`config.mk`:
```
export PLATFORM = sky130hd
export DESIGN_NAME = pulse_edge_counter
export DESIGN_NICKNAME = d
export VERILOG_FILES = /design/src/logic/edge_counter_pkg.sv /design/src/logic/edge_sense_if.sv /design/src/logic/edge_sense.sv /design/src/logic/pulse_edge_counter.sv
export SDC_FILE = /design/constraint.sdc
export NUM_CORES = 1
export LEC_CHECK = 0
export ABC_AREA = 1
export BUFFER_PORTS_ARGS = -buffer_cell sky130_fd_sc_hd__buf_4
export CAP_MARGIN = 5
export CORE_MARGIN = 8
export CORE_UTILIZATION = 53
export DETAILED_ROUTE_END_ITERATION = 12
export PLACE_DENSITY = 0.75
export SLEW_MARGIN = 20
export SYNTH_ARGS = -nofsm -noshare
export SYNTH_HDL_FRONTEND = slang
export SYNTH_HIERARCHICAL = 1
export SYNTH_SLANG_ARGS = --single-unit
export TNS_END_PERCENT = 10
```
`constraint.sdc`:
```
create_clock -name clk -period 1.55 [get_ports clk]
set_input_delay 0.31 -clock clk [delete_from_list [all_inputs] [get_ports clk]]
set_output_delay 0.31 -clock clk [all_outputs]
set_load 0.02 [all_outputs]
```
`src/logic/edge_counter_pkg.sv`:
```
// Package with constants and types for the pulse edge counter
package edge_counter_pkg;
   // ---------------------------------------------------------------
   // Widths
   // ---------------------------------------------------------------
   localparam int NARROW_W = 16;
   localparam int WIDE_W = 32;
   localparam int TASK_DIV_W = 16;
   // ---------------------------------------------------------------
   // Defaults and reset values
   // ---------------------------------------------------------------
   localparam logic [15:0] TASK_DIV_DEF = 16'h4E20;
   localparam logic [31:0] MAX_DEF = 32'h0000FFFF;
   localparam logic [31:0] INIT_DEF = 32'h00000000;
   // ---------------------------------------------------------------
   // Encodings
   // ---------------------------------------------------------------
   typedef enum logic [1:0] {
      EDGE_NONE = 2'h0,
      EDGE_RISE = 2'h1,
      EDGE_FALL = 2'h2,
      EDGE_BOTH = 2'h3
   } edge_sel_t;
   typedef enum logic [0:0] {
      MODE_SINGLE = 1'h0,
      MODE_DIR = 1'h1
   } count_mode_t;
endpackage : edge_counter_pkg

```
`src/logic/edge_sense_if.sv`:
```
// Interface carrying synchronised input events to the counter core
`timescale 1ns/1ns
interface edge_sense_if;
   logic pulse_edge;
   logic dir_level;
   logic reset_edge;
   modport src (output pulse_edge, output dir_level, output reset_edge);
   modport dst (input pulse_edge, input dir_level, input reset_edge);
endinterface : edge_sense_if

```
`src/logic/edge_sense.sv`:
```
// Input synchroniser and edge detector for pulse, direction and reset
`timescale 1ns/1ns
module edge_sense
   import edge_counter_pkg::*;
(
   input wire logic clk, // System clock
   input wire logic rst, // Async reset, active high
   input wire logic pulse_in, // Pulse train
   input wire logic dir_in, // Direction level
   input wire logic ext_reset_in, // External reset signal
   input wire edge_counter_pkg::edge_sel_t pulse_sel, // Pulse edge sensitivity
   input wire edge_counter_pkg::edge_sel_t reset_sel, // Reset edge sensitivity
   edge_sense_if.src ev // Detected events
);
   import edge_counter_pkg::*;

   logic [2:0] meta_q;
   logic [2:0] sync_q;
   logic [2:0] prev_q;
   wire [2:0] raw = {ext_reset_in, dir_in, pulse_in};

   // Two flops per input, then one more stage for edge compare
   always_ff @(posedge clk or posedge rst) begin
      if (rst) begin
         meta_q <= 3'h0;
         sync_q <= 3'h0;
         prev_q <= 3'h0;
      end else begin
         meta_q <= raw;
         sync_q <= meta_q;
         prev_q <= sync_q;
      end
   end

   function automatic logic edge_hit(input edge_sel_t sel, input logic now, input logic was);
      edge_hit = ((sel == EDGE_RISE || sel == EDGE_BOTH) && now && !was) ||
                 ((sel == EDGE_FALL || sel == EDGE_BOTH) && !now && was);
   endfunction : edge_hit

   // Rise is 0 to nonzero, fall is nonzero to 0 on the synchronised level
   assign ev.pulse_edge = edge_hit(pulse_sel, sync_q[0], prev_q[0]);
   assign ev.dir_level = sync_q[1];
   assign ev.reset_edge = edge_hit(reset_sel, sync_q[2], prev_q[2]);
endmodule : edge_sense

```
`src/logic/pulse_edge_counter.sv`:
```
// Up/down edge counter with wrap, external reset and per-task sampling
`timescale 1ns/1ns
module pulse_edge_counter
   import edge_counter_pkg::*;
#(
   parameter bit WIDE_UNIT = 1'b0, // Set on the one 32-bit unit
   parameter int CNT_W = WIDE_UNIT ? WIDE_W : NARROW_W,
   parameter logic [TASK_DIV_W-1:0] TASK_DIV = TASK_DIV_DEF // Clocks per control task
)
(
   input wire logic clk, // System clock, 20 MHz
   input wire logic rst, // Async reset, active high
   input wire logic pulse_in, // Pulse train
   input wire logic dir_in, // Direction level
   input wire logic ext_reset_in, // External reset signal
   input wire edge_counter_pkg::edge_sel_t pulse_sel, // Pulse edge sensitivity
   input wire edge_counter_pkg::edge_sel_t reset_sel, // Reset edge sensitivity
   input wire edge_counter_pkg::count_mode_t mode, // Single or direction mode
   input wire logic [CNT_W-1:0] max_val, // Wrap maximum
   input wire logic [CNT_W-1:0] init_val, // Initial value
   output logic [CNT_W-1:0] count_out, // Sampled count
   output logic sample_tick // Task period pulse
);
   import edge_counter_pkg::*;

   // ---------------------------------------------------------------
   // Input events
   // ---------------------------------------------------------------
   edge_sense_if ev_if ();

   edge_sense u_sense (
      .clk(clk),
      .rst(rst),
      .pulse_in(pulse_in),
      .dir_in(dir_in),
      .ext_reset_in(ext_reset_in),
      .pulse_sel(pulse_sel),
      .reset_sel(reset_sel),
      .ev(ev_if.src)
   );

   // ---------------------------------------------------------------
   // Counter core
   // ---------------------------------------------------------------
   typedef enum logic [1:0] {
      ST_INIT = 2'b01,
      ST_RUN = 2'b10
   } state_t;

   state_t state_q;
   state_t state_d;
   logic [CNT_W-1:0] cnt_q;
   logic [CNT_W-1:0] cnt_d;
   logic [CNT_W-1:0] out_q;
   logic [TASK_DIV_W-1:0] div_q;

   wire count_up = (mode == MODE_SINGLE) ? 1'b1 : ev_if.dir_level;
   wire at_max = (cnt_q == max_val);
   wire at_zero = (cnt_q == '0);
   wire task_hit = (div_q == TASK_DIV - 1'b1);

   // Init loads the start value once after reset; then run
   always_comb begin
      state_d = state_q;
      cnt_d = cnt_q;
      unique case (state_q)
         ST_INIT: begin
            cnt_d = init_val;
            state_d = ST_RUN;
         end
         ST_RUN: begin
            if (ev_if.reset_edge) begin
               cnt_d = init_val;
            end else if (ev_if.pulse_edge) begin
               if (count_up) begin
                  cnt_d = at_max ? '0 : cnt_q + 1'b1;
               end else begin
                  cnt_d = at_zero ? max_val : cnt_q - 1'b1;
               end
            end
         end
         default: begin
            state_d = ST_INIT;
         end
      endcase
   end

   always_ff @(posedge clk or posedge rst) begin
      if (rst) begin
         state_q <= ST_INIT;
         cnt_q <= '0;
      end else begin
         state_q <= state_d;
         cnt_q <= cnt_d;
      end
   end

   // ---------------------------------------------------------------
   // Task period sampling
   // ---------------------------------------------------------------
   always_ff @(posedge clk or posedge rst) begin
      if (rst) begin
         div_q <= '0;
         out_q <= '0;
      end else begin
         div_q <= task_hit ? '0 : div_q + 1'b1;
         if (task_hit) begin
            out_q <= cnt_q;
         end
      end
   end

   assign count_out = out_q;
   assign sample_tick = task_hit;
endmodule : pulse_edge_counter

```
==> out/metrics.yaml, run 1 <==
clock_tree:
  cts.sinks: 58
  clkTransAtPathRegs_ns: 0.07
  clock_latency_ns: 0.33
  cts_tree: "yes"
  cts_buffers: 9
  cts_max_level: 3
  clockBufferDepth: 2
  cts_root_buf: "clkbuf_8"
final_layout:
  multi_input_area_um2: 2305
  fillers: 624
  area_delta_synth_final_pct: 39.04
  nets: 811
  seq_area_um2: 1461
  final_layout_size_suffix_gt1_share_pct: 30.39
  stdcell_count: 872
  antenna_cells: 0
timing:
  finalCritPeriodShare_pct: 116.1
  setup_tns_ns: -2.671
  fin_crit_ns: 1.799
  max_clock_freq_mhz: 555.9
  setup_viol: 22
  rsz0062_at_grt: "true"
  slew_headroom_pct: 70.15
  drv_slew: 0
  worstMarginPinSlew_ns: 0.4471
  clock_skew_ns: 0.01159
  hold_viol: 0
  fin_ws_ns: -0.2488
route:
  route.vias.total: 4521
  wire_per_inst_um: 14.56
  drtIter0Drc: 370
  vias_per_cell: 5.185
  first_pass_iters: 7
  routed_wl_mm: 12.69
  drc: 0
  ant_nets: 0
worst_setup_path:
  worstPathRequired_ns: 1.24
  critPathLaunchType: "flip-flop"
  startpoint: "div_q[12]"
  crit_path_end_kind: "output pin"
  regToRegStartpoint: "cnt_q[0]"
  worst_ep_arrival_time_ns: 1.49
  critPathMaxFanout: 3
  crit_type: "reg2out"
  timing.rr.end: "cnt_q[5]"
  reg2reg_slack_ns: -0.20
  r2r_cells: 12
global_routing:
  grt_pass1_vias: 4450
  track_usage_pct: 23.53
  antenna_found_initial: 0
  grt_pass1_wl_mm: 21.03
  gr-total-overflow: 0
  grt_max_degree: 33
synth:
  syn_inst: 624
  yosysSeqAreaShare_pct: 35.35
  ys_async_sr_fraction_pct: 100.0
  ys.flop_type: "dfrtp_1"
  netlist_top_cells_count: "nand2_1 (202), inv_1 (84), nand3_1 (73)"
  synth_top_area_cell: "dfrtp_1"
  synth_edf_count: 0
  yosysWarnings: 6
  synth.distinct_cells: 36
  yosysMostFrequentCell: "nand2_1"
  avgSynthCellArea_um2: 6.585
  syn-cell-area_um2: 4109
  synth-seq-cells: 58
  synth_top_area_share_pct: 34.71
  synthTopCellsByArea: "dfrtp_1 (35%), nand2_1 (18%), nand3_1 (8.9%)"
  syn_nets: 670
place:
  io_buffers: 58
  dp_hpwl_mm: 9.718
  gp_congestion: 0.9590
  place_inst: 849
pwr:
  switching_power_mw: 2.377
  pwr-share-seq_pct: 30.7
  intPower_mw: 3.932
  pwr-share-clk_pct: 26.2
  pwr_density_cell_nw_per_um2: 1104
  combPwrFrac_pct: 43.1
  switching_share_pct: 37.68
  peakVddDrop_mv: 0.7118
  power.leakage_nw: 3.078
die:
  num_rows: 32
  core_area_um2: 7607
  die_area_um2: 10830
  die_h_um: 104.1
  io_pins: 59
  fp.dieW_um: 104.1
  initial_core_util_pct: 54.01
status:
  outcome: "finished with violations"
  violations: "negative setup slack"
flow_run:
  cap_violations: 0
min_path:
  hold_depth: 1
  whs_endpoint: "u_sense/meta_q[0]"
  hold_start: "pulse_in"
  hold_class: "in2reg"
[critical path, cell delays in order, from the launching register on]
cell and delay (ns):
dfrtp_1 0.41, nor4_1 0.26, nand4_1 0.19, nor2_4 0.16, buf_6 0.13
[metrics by stage]
stage | setup slack [ns] | utilization (%) | cell area [um^2] | total power, mW | hold slack, ns
floorplan | -0.09395 | - | 4121 | 3.410 | 0.1257
global placement | -0.1354 | 68.68 | 5225 | 4.437 | 0.2770
detailed placement | -0.1584 | 68.68 | 5225 | 4.492 | 0.2785
CTS | -0.2336 | 73.67 | 5604 | 6.240 | 0.06919
global route | -0.3324 | 75.10 | 5713 | 6.705 | 0.06651
finish | -0.2488 | 75.10 | 5713 | 6.309 | 0.08176
[state kept, by name, indices dropped and copies added (netlist names)]
| name | cells |
|---|---|
| u_sense/sync_q | 3 |
| u_sense/prev_q | 2 |
| u_sense/meta_q | 3 |
| div_q | 16 |
| count_out | 16 |
| state_q | 2 |
| cnt_q | 16 |
[repair_timing]
action                     4_1_cts  5_1_grt
setup endpoints to repair       21       40
buffers inserted                 2        3
hold endpoints to repair        17        0
resized for setup               36       25
gates cloned                     1        0
pin swaps                       10        9
hold buffers                     1        0
[cell usage in the layout, fill, tap and decap left out, types with 5 or more instances in the layout]
cell / synthesis / routed
nand2_2: 2 / 5
nand3_2: 1 / 10
o21ai_1: 2 / 7
nor2_1: 67 / 53
dfrtp_1: 57 / 50
a21oi_1: 8 / 6
inv_1: 84 / 80
buf_4: 6 / 144
xor2_1: 22 / 22
dfrtp_2: 0 / 7
nand2_1: 202 / 199
clkbuf_8: 0 / 12
nand3_1: 73 / 64
nor2_4: 3 / 10
o21ai_0: 43 / 37
inv_2: 4 / 8
nor2_2: 5 / 12
[cell families (layout without fill, tap and decap cells)]
| logic type | count (synthesis) | in the layout | synth area share [%] |
|---|---|---|---|
| fa+ha+maj | 4 | 4 | 1.218 |
| buf+inv | 113 | 259 | 12.45 |
| simple gates | 367 | 367 | 38.09 |
| xor+xnor | 23 | 23 | 4.902 |
| compound gates | 59 | 59 | 7.978 |
| flops | 58 | 58 | 35.35 |
[layer usage]
layer	routed length (um)	track usage, %
met1	5594	30.51
met2	5856	37.40
met3	972	4.523
met4	269	9.928
met5	0	0
[final cells by class]
type | count | share of cell area, %
clock buffer | 12 | 2.891
clock inverter | 4 | 1.270
inverter | 89 | 5.848
multi-input combinational | 453 | 40.34
sequential | 58 | 25.58
tap | 102 | 2.234
timing repair buffer | 154 | 21.84
[power groups by stage]
stage	sequential (mW)	clock (mW)	combinational, mW
4_1_cts	1.91	1.68	2.65
2_1_floorplan	1.76	0	1.65
3_5_place_dp	1.91	0	2.58
3_3_place_gp	1.90	0	2.54
6_report	1.94	1.66	2.72
5_1_grt	1.96	1.74	3.00
[worst max path at each step]
stage,to,slack [ns]
2_1_floorplan,cnt_q[3],-0.09
3_3_place_gp,cnt_q[14],-0.14
3_5_place_dp,cnt_q[14],-0.16
4_1_cts,sample_tick,-0.23
5_1_grt,sample_tick,-0.33
6_report,sample_tick,-0.25
Power figures use the tool's default switching activity.
==> run 2: changes to the inputs <==
- PLACE_DENSITY: 0.75 -> 0.78
- RECOVER_POWER: unset -> 50
==> run 2 against run 1 <==
- the flow still finishes with violations (negative setup slack)
- register-to-register slack gained 0.02 ns
- die area is the same
- clock-buffer cell count shrank 3
- clock skew grew 0.0037 ns
- worst setup slack lost 0.060 ns
- critical path depth grew 1
- final area is the same
- non-clock buffer count shrank 2
- utilization is the same
- power shrank 4.1%
- hold slack gained 0.0085 ns
- first-iteration DRC count shrank 21%
- critical path type unchanged
- highest routed layer unchanged
==> out/metrics.yaml, run 2 (same netlist as run 1, synthesis figures left out) <==
status:
  outcome: "finished with violations"
  violations: "negative setup slack"
die:
  core_area_um2: 7607  # unchanged
  io_pins: 59  # unchanged
  initial_core_util_pct: 54.01  # unchanged
  die_h_um: 104.1  # unchanged
  fp.dieW_um: 104.1  # unchanged
  die_area_um2: 10830  # unchanged
  num_rows: 32  # unchanged
pwr:
  peakVddDrop_mv: 0.7602  # +6.8%
  pwr_density_cell_nw_per_um2: 1059  # -4.1%
  switching_power_mw: 2.514  # +5.8%
  pwr-share-seq_pct: 31.9  # +1.2 points
  pwr-share-clk_pct: 21.2  # -5.0 points
  combPwrFrac_pct: 46.9  # +3.8 points
  intPower_mw: 3.535  # -10%
  total_power_mw: 6.049  # -4.1%
  power.leakage_nw: 3.047  # -1.0%
  switching_share_pct: 41.56  # +3.9 points
worst_setup_path:
  cpPeakStageDelay_ns: 0.37  # -0.04 ns
  cp.depth: 5  # +1
  worst_ep_arrival_time_ns: 1.55  # +0.06 ns
  worstPathRequired_ns: 1.24  # about the same
  critPathLaunchType: "flip-flop"
  crit_type: "reg2out"
  crit_slowest_cell: "dfrtp_1"
  reg2reg_slack_ns: -0.18  # +0.02 ns
  critical-path-top-delay-family: "simple AND/OR/NAND/NOR gates"
  crit_chain: "nand2_1 -> nor3_1 -> nand4_1 -> nor2_4 -> buf_6"
  critPathMaxFanout: 5  # +2
  crit_path_end_kind: "output pin"
  crit_buf_inv: 1  # unchanged
  r2r_cells: 14  # +2
timing:
  slew_headroom_pct: 52.64  # -18 points
  fin_crit_ns: 1.859  # +0.05979 ns
  rsz0062_at_grt: "true"
  worstMarginPinSlew_ns: 0.7104  # +0.2633 ns
  max_clock_freq_mhz: 538.0  # -3.2%
  clock_skew_ns: 0.01528  # +0.003693 ns
  finalCritPeriodShare_pct: 119.9  # +3.9 points
  hold_viol: 0  # unchanged
  drv_slew: 0  # unchanged
  setup_viol: 22  # unchanged
  fin_ws_ns: -0.3086  # -0.05979 ns
  setup_tns_ns: -3.358  # -0.6874 ns
clock_tree:
  clkTransAtPathRegs_ns: 0.07  # about the same
  cts.sinks: 58  # unchanged
  cts_buffers: 9  # unchanged
  clock_latency_ns: 0.35  # +0.02 ns
  cts_max_level: 3  # unchanged
  cts_root_buf: "clkbuf_8"
  clockBufferDepth: 2  # unchanged
  cts_tree: "yes"
final_layout:
  stdcell_count: 872  # unchanged
  nets: 811  # unchanged
  layout_commonest_cell: "nand2_1"
  final_layout_size_suffix_gt1_share_pct: 32.34  # +1.9 points
  antenna_cells: 0  # unchanged
  area_delta_synth_final_pct: 39.04  # unchanged
  final_cell_mix: "nand2_1 (196), buf_4 (139), inv_1 (80)"
place:
  gp_congestion: 0.9591  # about the same
  place_inst: 838  # -1.3%
  dp_hpwl_mm: 9.159  # -5.7%
  io_buffers: 58  # unchanged
  pre_cts_ws_ns: -0.2345  # -0.07612 ns
global_routing:
  grt_pass1_vias: 4188  # -5.9%
  gr-total-overflow: 0  # unchanged
  grt_pass1_wl_mm: 19.89  # -5.4%
  grt_max_degree: 51  # +55%
  antenna_found_initial: 0  # unchanged
  track_usage_pct: 22.40  # -1.1 points
flow_run:
  cap_violations: 0  # unchanged
route:
  drc: 0  # unchanged
  ant_nets: 0  # unchanged
  drtIter0Drc: 291  # -21%
  first_pass_iters: 5  # -2
  routed_wl_mm: 12.85  # +1.2%
  vias_per_cell: 5.206  # +0.42%
  route.vias.total: 4540  # +0.42%
  wire_per_inst_um: 14.73  # +1.2%
min_path:
  hold_class: "in2reg"
  hold_depth: 1  # unchanged
run 2: cell count changes in the layout (fill, tap and decap cells not counted), sizes merged:
| cell | previous run | this run |
|---|---|---|
| buf | 153 | 145 |
| nand2 | 205 | 206 |
| clkbuf | 12 | 15 |
| clkinvlp | 1 | 4 |
| clkinv | 2 | 6 |
| bufinv | 2 | 0 |
| inv | 88 | 87 |
run 2: worst reg2reg max path, delay by kind of cell (launching register included):
kind	cells	cell delay [ns]
AND/OR/NAND/NOR	9	0.75
flip-flops	1	0.39
buffers and inverters	4	0.34
adder cells (fa/ha/maj)	1	0.14
run 2: final timing paths:
kind,endpoint,startpoint
min reg2reg,u_sense/sync_q[2],u_sense/meta_q[2]
max in group asynchronous,cnt_q[10],rst
max,sample_tick,div_q[11]
min in group asynchronous,u_sense/meta_q[2],rst
max reg2reg,cnt_q[11],cnt_q[0]
min,u_sense/meta_q[0],pulse_in
run 2: metrics by stage:
stage                     area [um^2]  hold WS [ns]  utilization (%)
final                            5713       0.09029            75.10
after global routing             5713       0.07624            75.10
after CTS                        5455       0.05841            71.71
after detailed placement         5130        0.2841            67.43
after global placement           5130        0.2790            67.43
after floorplan                  4121        0.1257                -
run 2: repair_timing:
action / in CTS / in global routing
pin swaps: 6 / 20
resized for setup: 38 / 59
cloned: 0 / 3
hold buffers: 1 / 0
hold endpoints to repair: 8 / 0
setup endpoints to repair: 22 / 39
setup buffers: 5 / 9
run 2: cell type report:
type,count,area [um^2]
multi-input combinational,454,2392
clock inverter,7,55.05
timing repair buffer,152,1201
inverter,89,340.3
clock buffer,9,123.9
tap,102,127.6
timing repair inverter,1,7.507
fill,621,1894
sequential,58,1465
run 2: power by group through the flow:
stage | clock network, mW | logic (mW) | registers [mW]
after CTS | 1.30 | 2.64 | 1.91
after global placement | 0 | 2.48 | 1.89
after floorplan | 0 | 1.65 | 1.76
after detailed placement | 0 | 2.52 | 1.90
after global routing | 1.37 | 3.11 | 1.95
final | 1.28 | 2.84 | 1.93
run 2: layer usage:
layer	GRT usage, %	vias up	routed length, um
li1	-	2222	-
met1	29.88	2131	5550
met2	34.83	167	6098
met3	4.523	20	981
met4	8.583	0	214
met5	0	-	0
==> run 3: changes to the inputs <==
- CORE_UTILIZATION: 53 -> 54
- CTS_BUF_LIST: unset -> sky130_fd_sc_hd__clkbuf_4
- PLACE_DENSITY: 0.78 -> 0.79
==> run 3 against run 2 <==
- the flow still finishes with violations (negative setup slack)
- utilization down 0.38 points
- clock skew down 0.0012 ns
- clock-buffer cell count up 1
- power down 1.1%
- critical path type unchanged
- largest cell class unchanged
==> out/metrics.yaml, run 3 (same netlist as run 1, synthesis figures left out) <==
die:
  die_h_um: 103.2  # -0.79%
  core_area_um2: 7567  # -0.53%
  die_area_um2: 10660  # -1.6%
  io_pins: 59  # unchanged
  initial_core_util_pct: 54.30  # +0.29 points
  num_rows: 32  # unchanged
  fp.dieW_um: 103.2  # -0.79%
timing:
  finalCritPeriodShare_pct: 121.3  # +1.4 points
  fin_ws_ns: -0.3304  # -0.02174 ns
  holdWs_ns: 0.1938  # +0.1035 ns
  worstMarginPinSlew_ns: 0.7206  # +0.01024 ns
  setup_viol: 39  # +77%
  drv_slew: 0  # unchanged
  slew_headroom_pct: 51.96  # -0.68 points
  rsz0062_at_grt: "true"
  hold_viol: 0  # unchanged
  clock_skew_ns: 0.01406  # -0.001226 ns
  max_clock_freq_mhz: 531.8  # -1.2%
  fin_crit_ns: 1.880  # +0.02174 ns
global_routing:
  grt_pass1_vias: 4196  # +0.19%
  grt_max_degree: 51  # unchanged
  track_usage_pct: 24.59  # +2.2 points
  gr-total-overflow: 0  # unchanged
  antenna_found_initial: 1  # +1
  grt_pass1_wl_mm: 20.22  # +1.7%
final_layout:
  seq_area_um2: 1458  # -0.51%
  final_layout_size_suffix_gt1_share_pct: 30.73  # -1.6 points
  area_delta_synth_final_pct: 37.61
  final_cell_mix: "nand2_1 (194), buf_4 (133), inv_1 (78)"
  nets: 809  # -0.25%
  final_area_um2: 5654  # -1.0%
  stdcell_count: 871  # -0.11%
  multi_input_area_um2: 2364  # -1.2%
  layout_commonest_cell: "nand2_1"
  fillers: 603  # -2.9%
  final_core_util_pct: 74.72  # -0.38 points
clock_tree:
  cts_root_buf: "clkbuf_4"
  cts_buffers: 9  # unchanged
  clkTransAtPathRegs_ns: 0.11  # +0.04 ns
  cts_tree: "yes"
  clockBufferDepth: 2  # unchanged
  clock_latency_ns: 0.40  # +0.05 ns
  cts_max_level: 3  # unchanged
  cts.sinks: 58  # unchanged
route:
  drtIter0Drc: 265  # -8.9%
  vias_per_cell: 5.193  # -0.26%
  ant_nets: 0  # unchanged
  first_pass_iters: 5  # unchanged
  route.vias.total: 4523  # -0.37%
  routed_wl_mm: 12.63  # -1.7%
  drc: 0  # unchanged
  wire_per_inst_um: 14.50  # -1.6%
worst_setup_path:
  worstPathRequired_ns: 1.24  # about the same
  critPathMaxFanout: 3  # -2
  r2r_cells: 12  # -2
  crit_path_end_kind: "output pin"
  worst_ep_arrival_time_ns: 1.57  # +0.02 ns
  critPathLaunchType: "flip-flop"
  regToRegStartpoint: "u_sense/sync_q[2]"
  startpoint: "div_q[9]"
  crit_type: "reg2out"
place:
  dp_hpwl_mm: 9.133  # -0.29%
  place_inst: 836  # -0.24%
  io_buffers: 58  # unchanged
  gp_congestion: 0.9821  # +2.4%
  placed_cell_area_um2: 5127  # about the same
pwr:
  power.leakage_nw: 3.065  # +0.61%
  total_power_mw: 5.982  # -1.1%
  pwr_density_cell_nw_per_um2: 1058  # about the same
  peakVddDrop_mv: 0.7156  # -5.9%
status:
  violations: "negative setup slack"
  outcome: "finished with violations"
min_path:
  hold_start: "init_val[6]"
  hold_class: "in2reg"
  hold_depth: 5  # +4
flow_run:
  cap_violations: 0  # unchanged
run 3: cell types whose count changed in the layout (fill, tap and decap cells not counted), moves of 4 or more:
cell,delta
clkbuf_4,+11
clkbuf_8,-9
o21ai_1,-8
o21ai_0,+7
buf_4,-6
dfrtp_1,+6
dfrtp_2,-6
nand3_1,+5
nor2_4,-5
inv_2,+4
nand3_2,-4
run 3: critical path, stage by stage (launching register included):
cell and delay (ns):
dfrtp_1 0.37, inv_2 0.05, nor4_1 0.26, nand4_1 0.20, nor2_4 0.16, buf_6 0.13
run 3: repair_timing:
item,in CTS,in global routing
pin swaps,17,18
cloned,1,1
endpoints found under the setup margin,22,39
endpoints found under the hold margin,60,0
hold buffers,4,0
setup buffers,8,4
resized for setup,48,33
run 3: stage by stage:
step                      TNS [ns]  worst slack, ns
final                       -3.791          -0.3304
after global routing        -8.542          -0.4144
after CTS                   -1.762          -0.3110
after detailed placement    -3.247          -0.2171
after global placement      -2.790          -0.1846
after floorplan            -0.8872         -0.09395
run 3: final cells by class:
cell class,instances,share of cell area [%]
repair inverters,1,0.1328
flip-flops and latches,58,25.78
clock buffers,10,1.328
multi-input cells,454,41.80
clock inverters,6,1.438
inverters,89,5.975
well taps,102,2.257
diodes,1,0.04426
repair buffers,150,21.24
run 3: report_power, final:
part	internal (mW)	total [mW]	switching [mW]
logic	1.28	2.83	1.55
registers	1.66	1.91	0.248
clock network	0.663	1.25	0.583
total	3.60	5.98	2.38
run 3: metal layers:
metal / global-route usage [%] / wire, um / vias to the layer above
li1: - / - / 2228
met1: 32.60 / 5374 / 2073
met2: 39.06 / 5877 / 195
met3: 5.154 / 1063 / 27
met4: 8.009 / 312 / 0
met5: 0 / 0 / -
run 3: path summary, 6_finish.rpt:
path	endpoint	slack, ns
max in group asynchronous	cnt_q[4]	0.31
min	cnt_q[6]	0.19
min in group asynchronous	u_sense/meta_q[1]	0.41
min reg2reg	u_sense/sync_q[0]	0.35
max reg2reg	cnt_q[8]	-0.22
max	sample_tick	-0.33
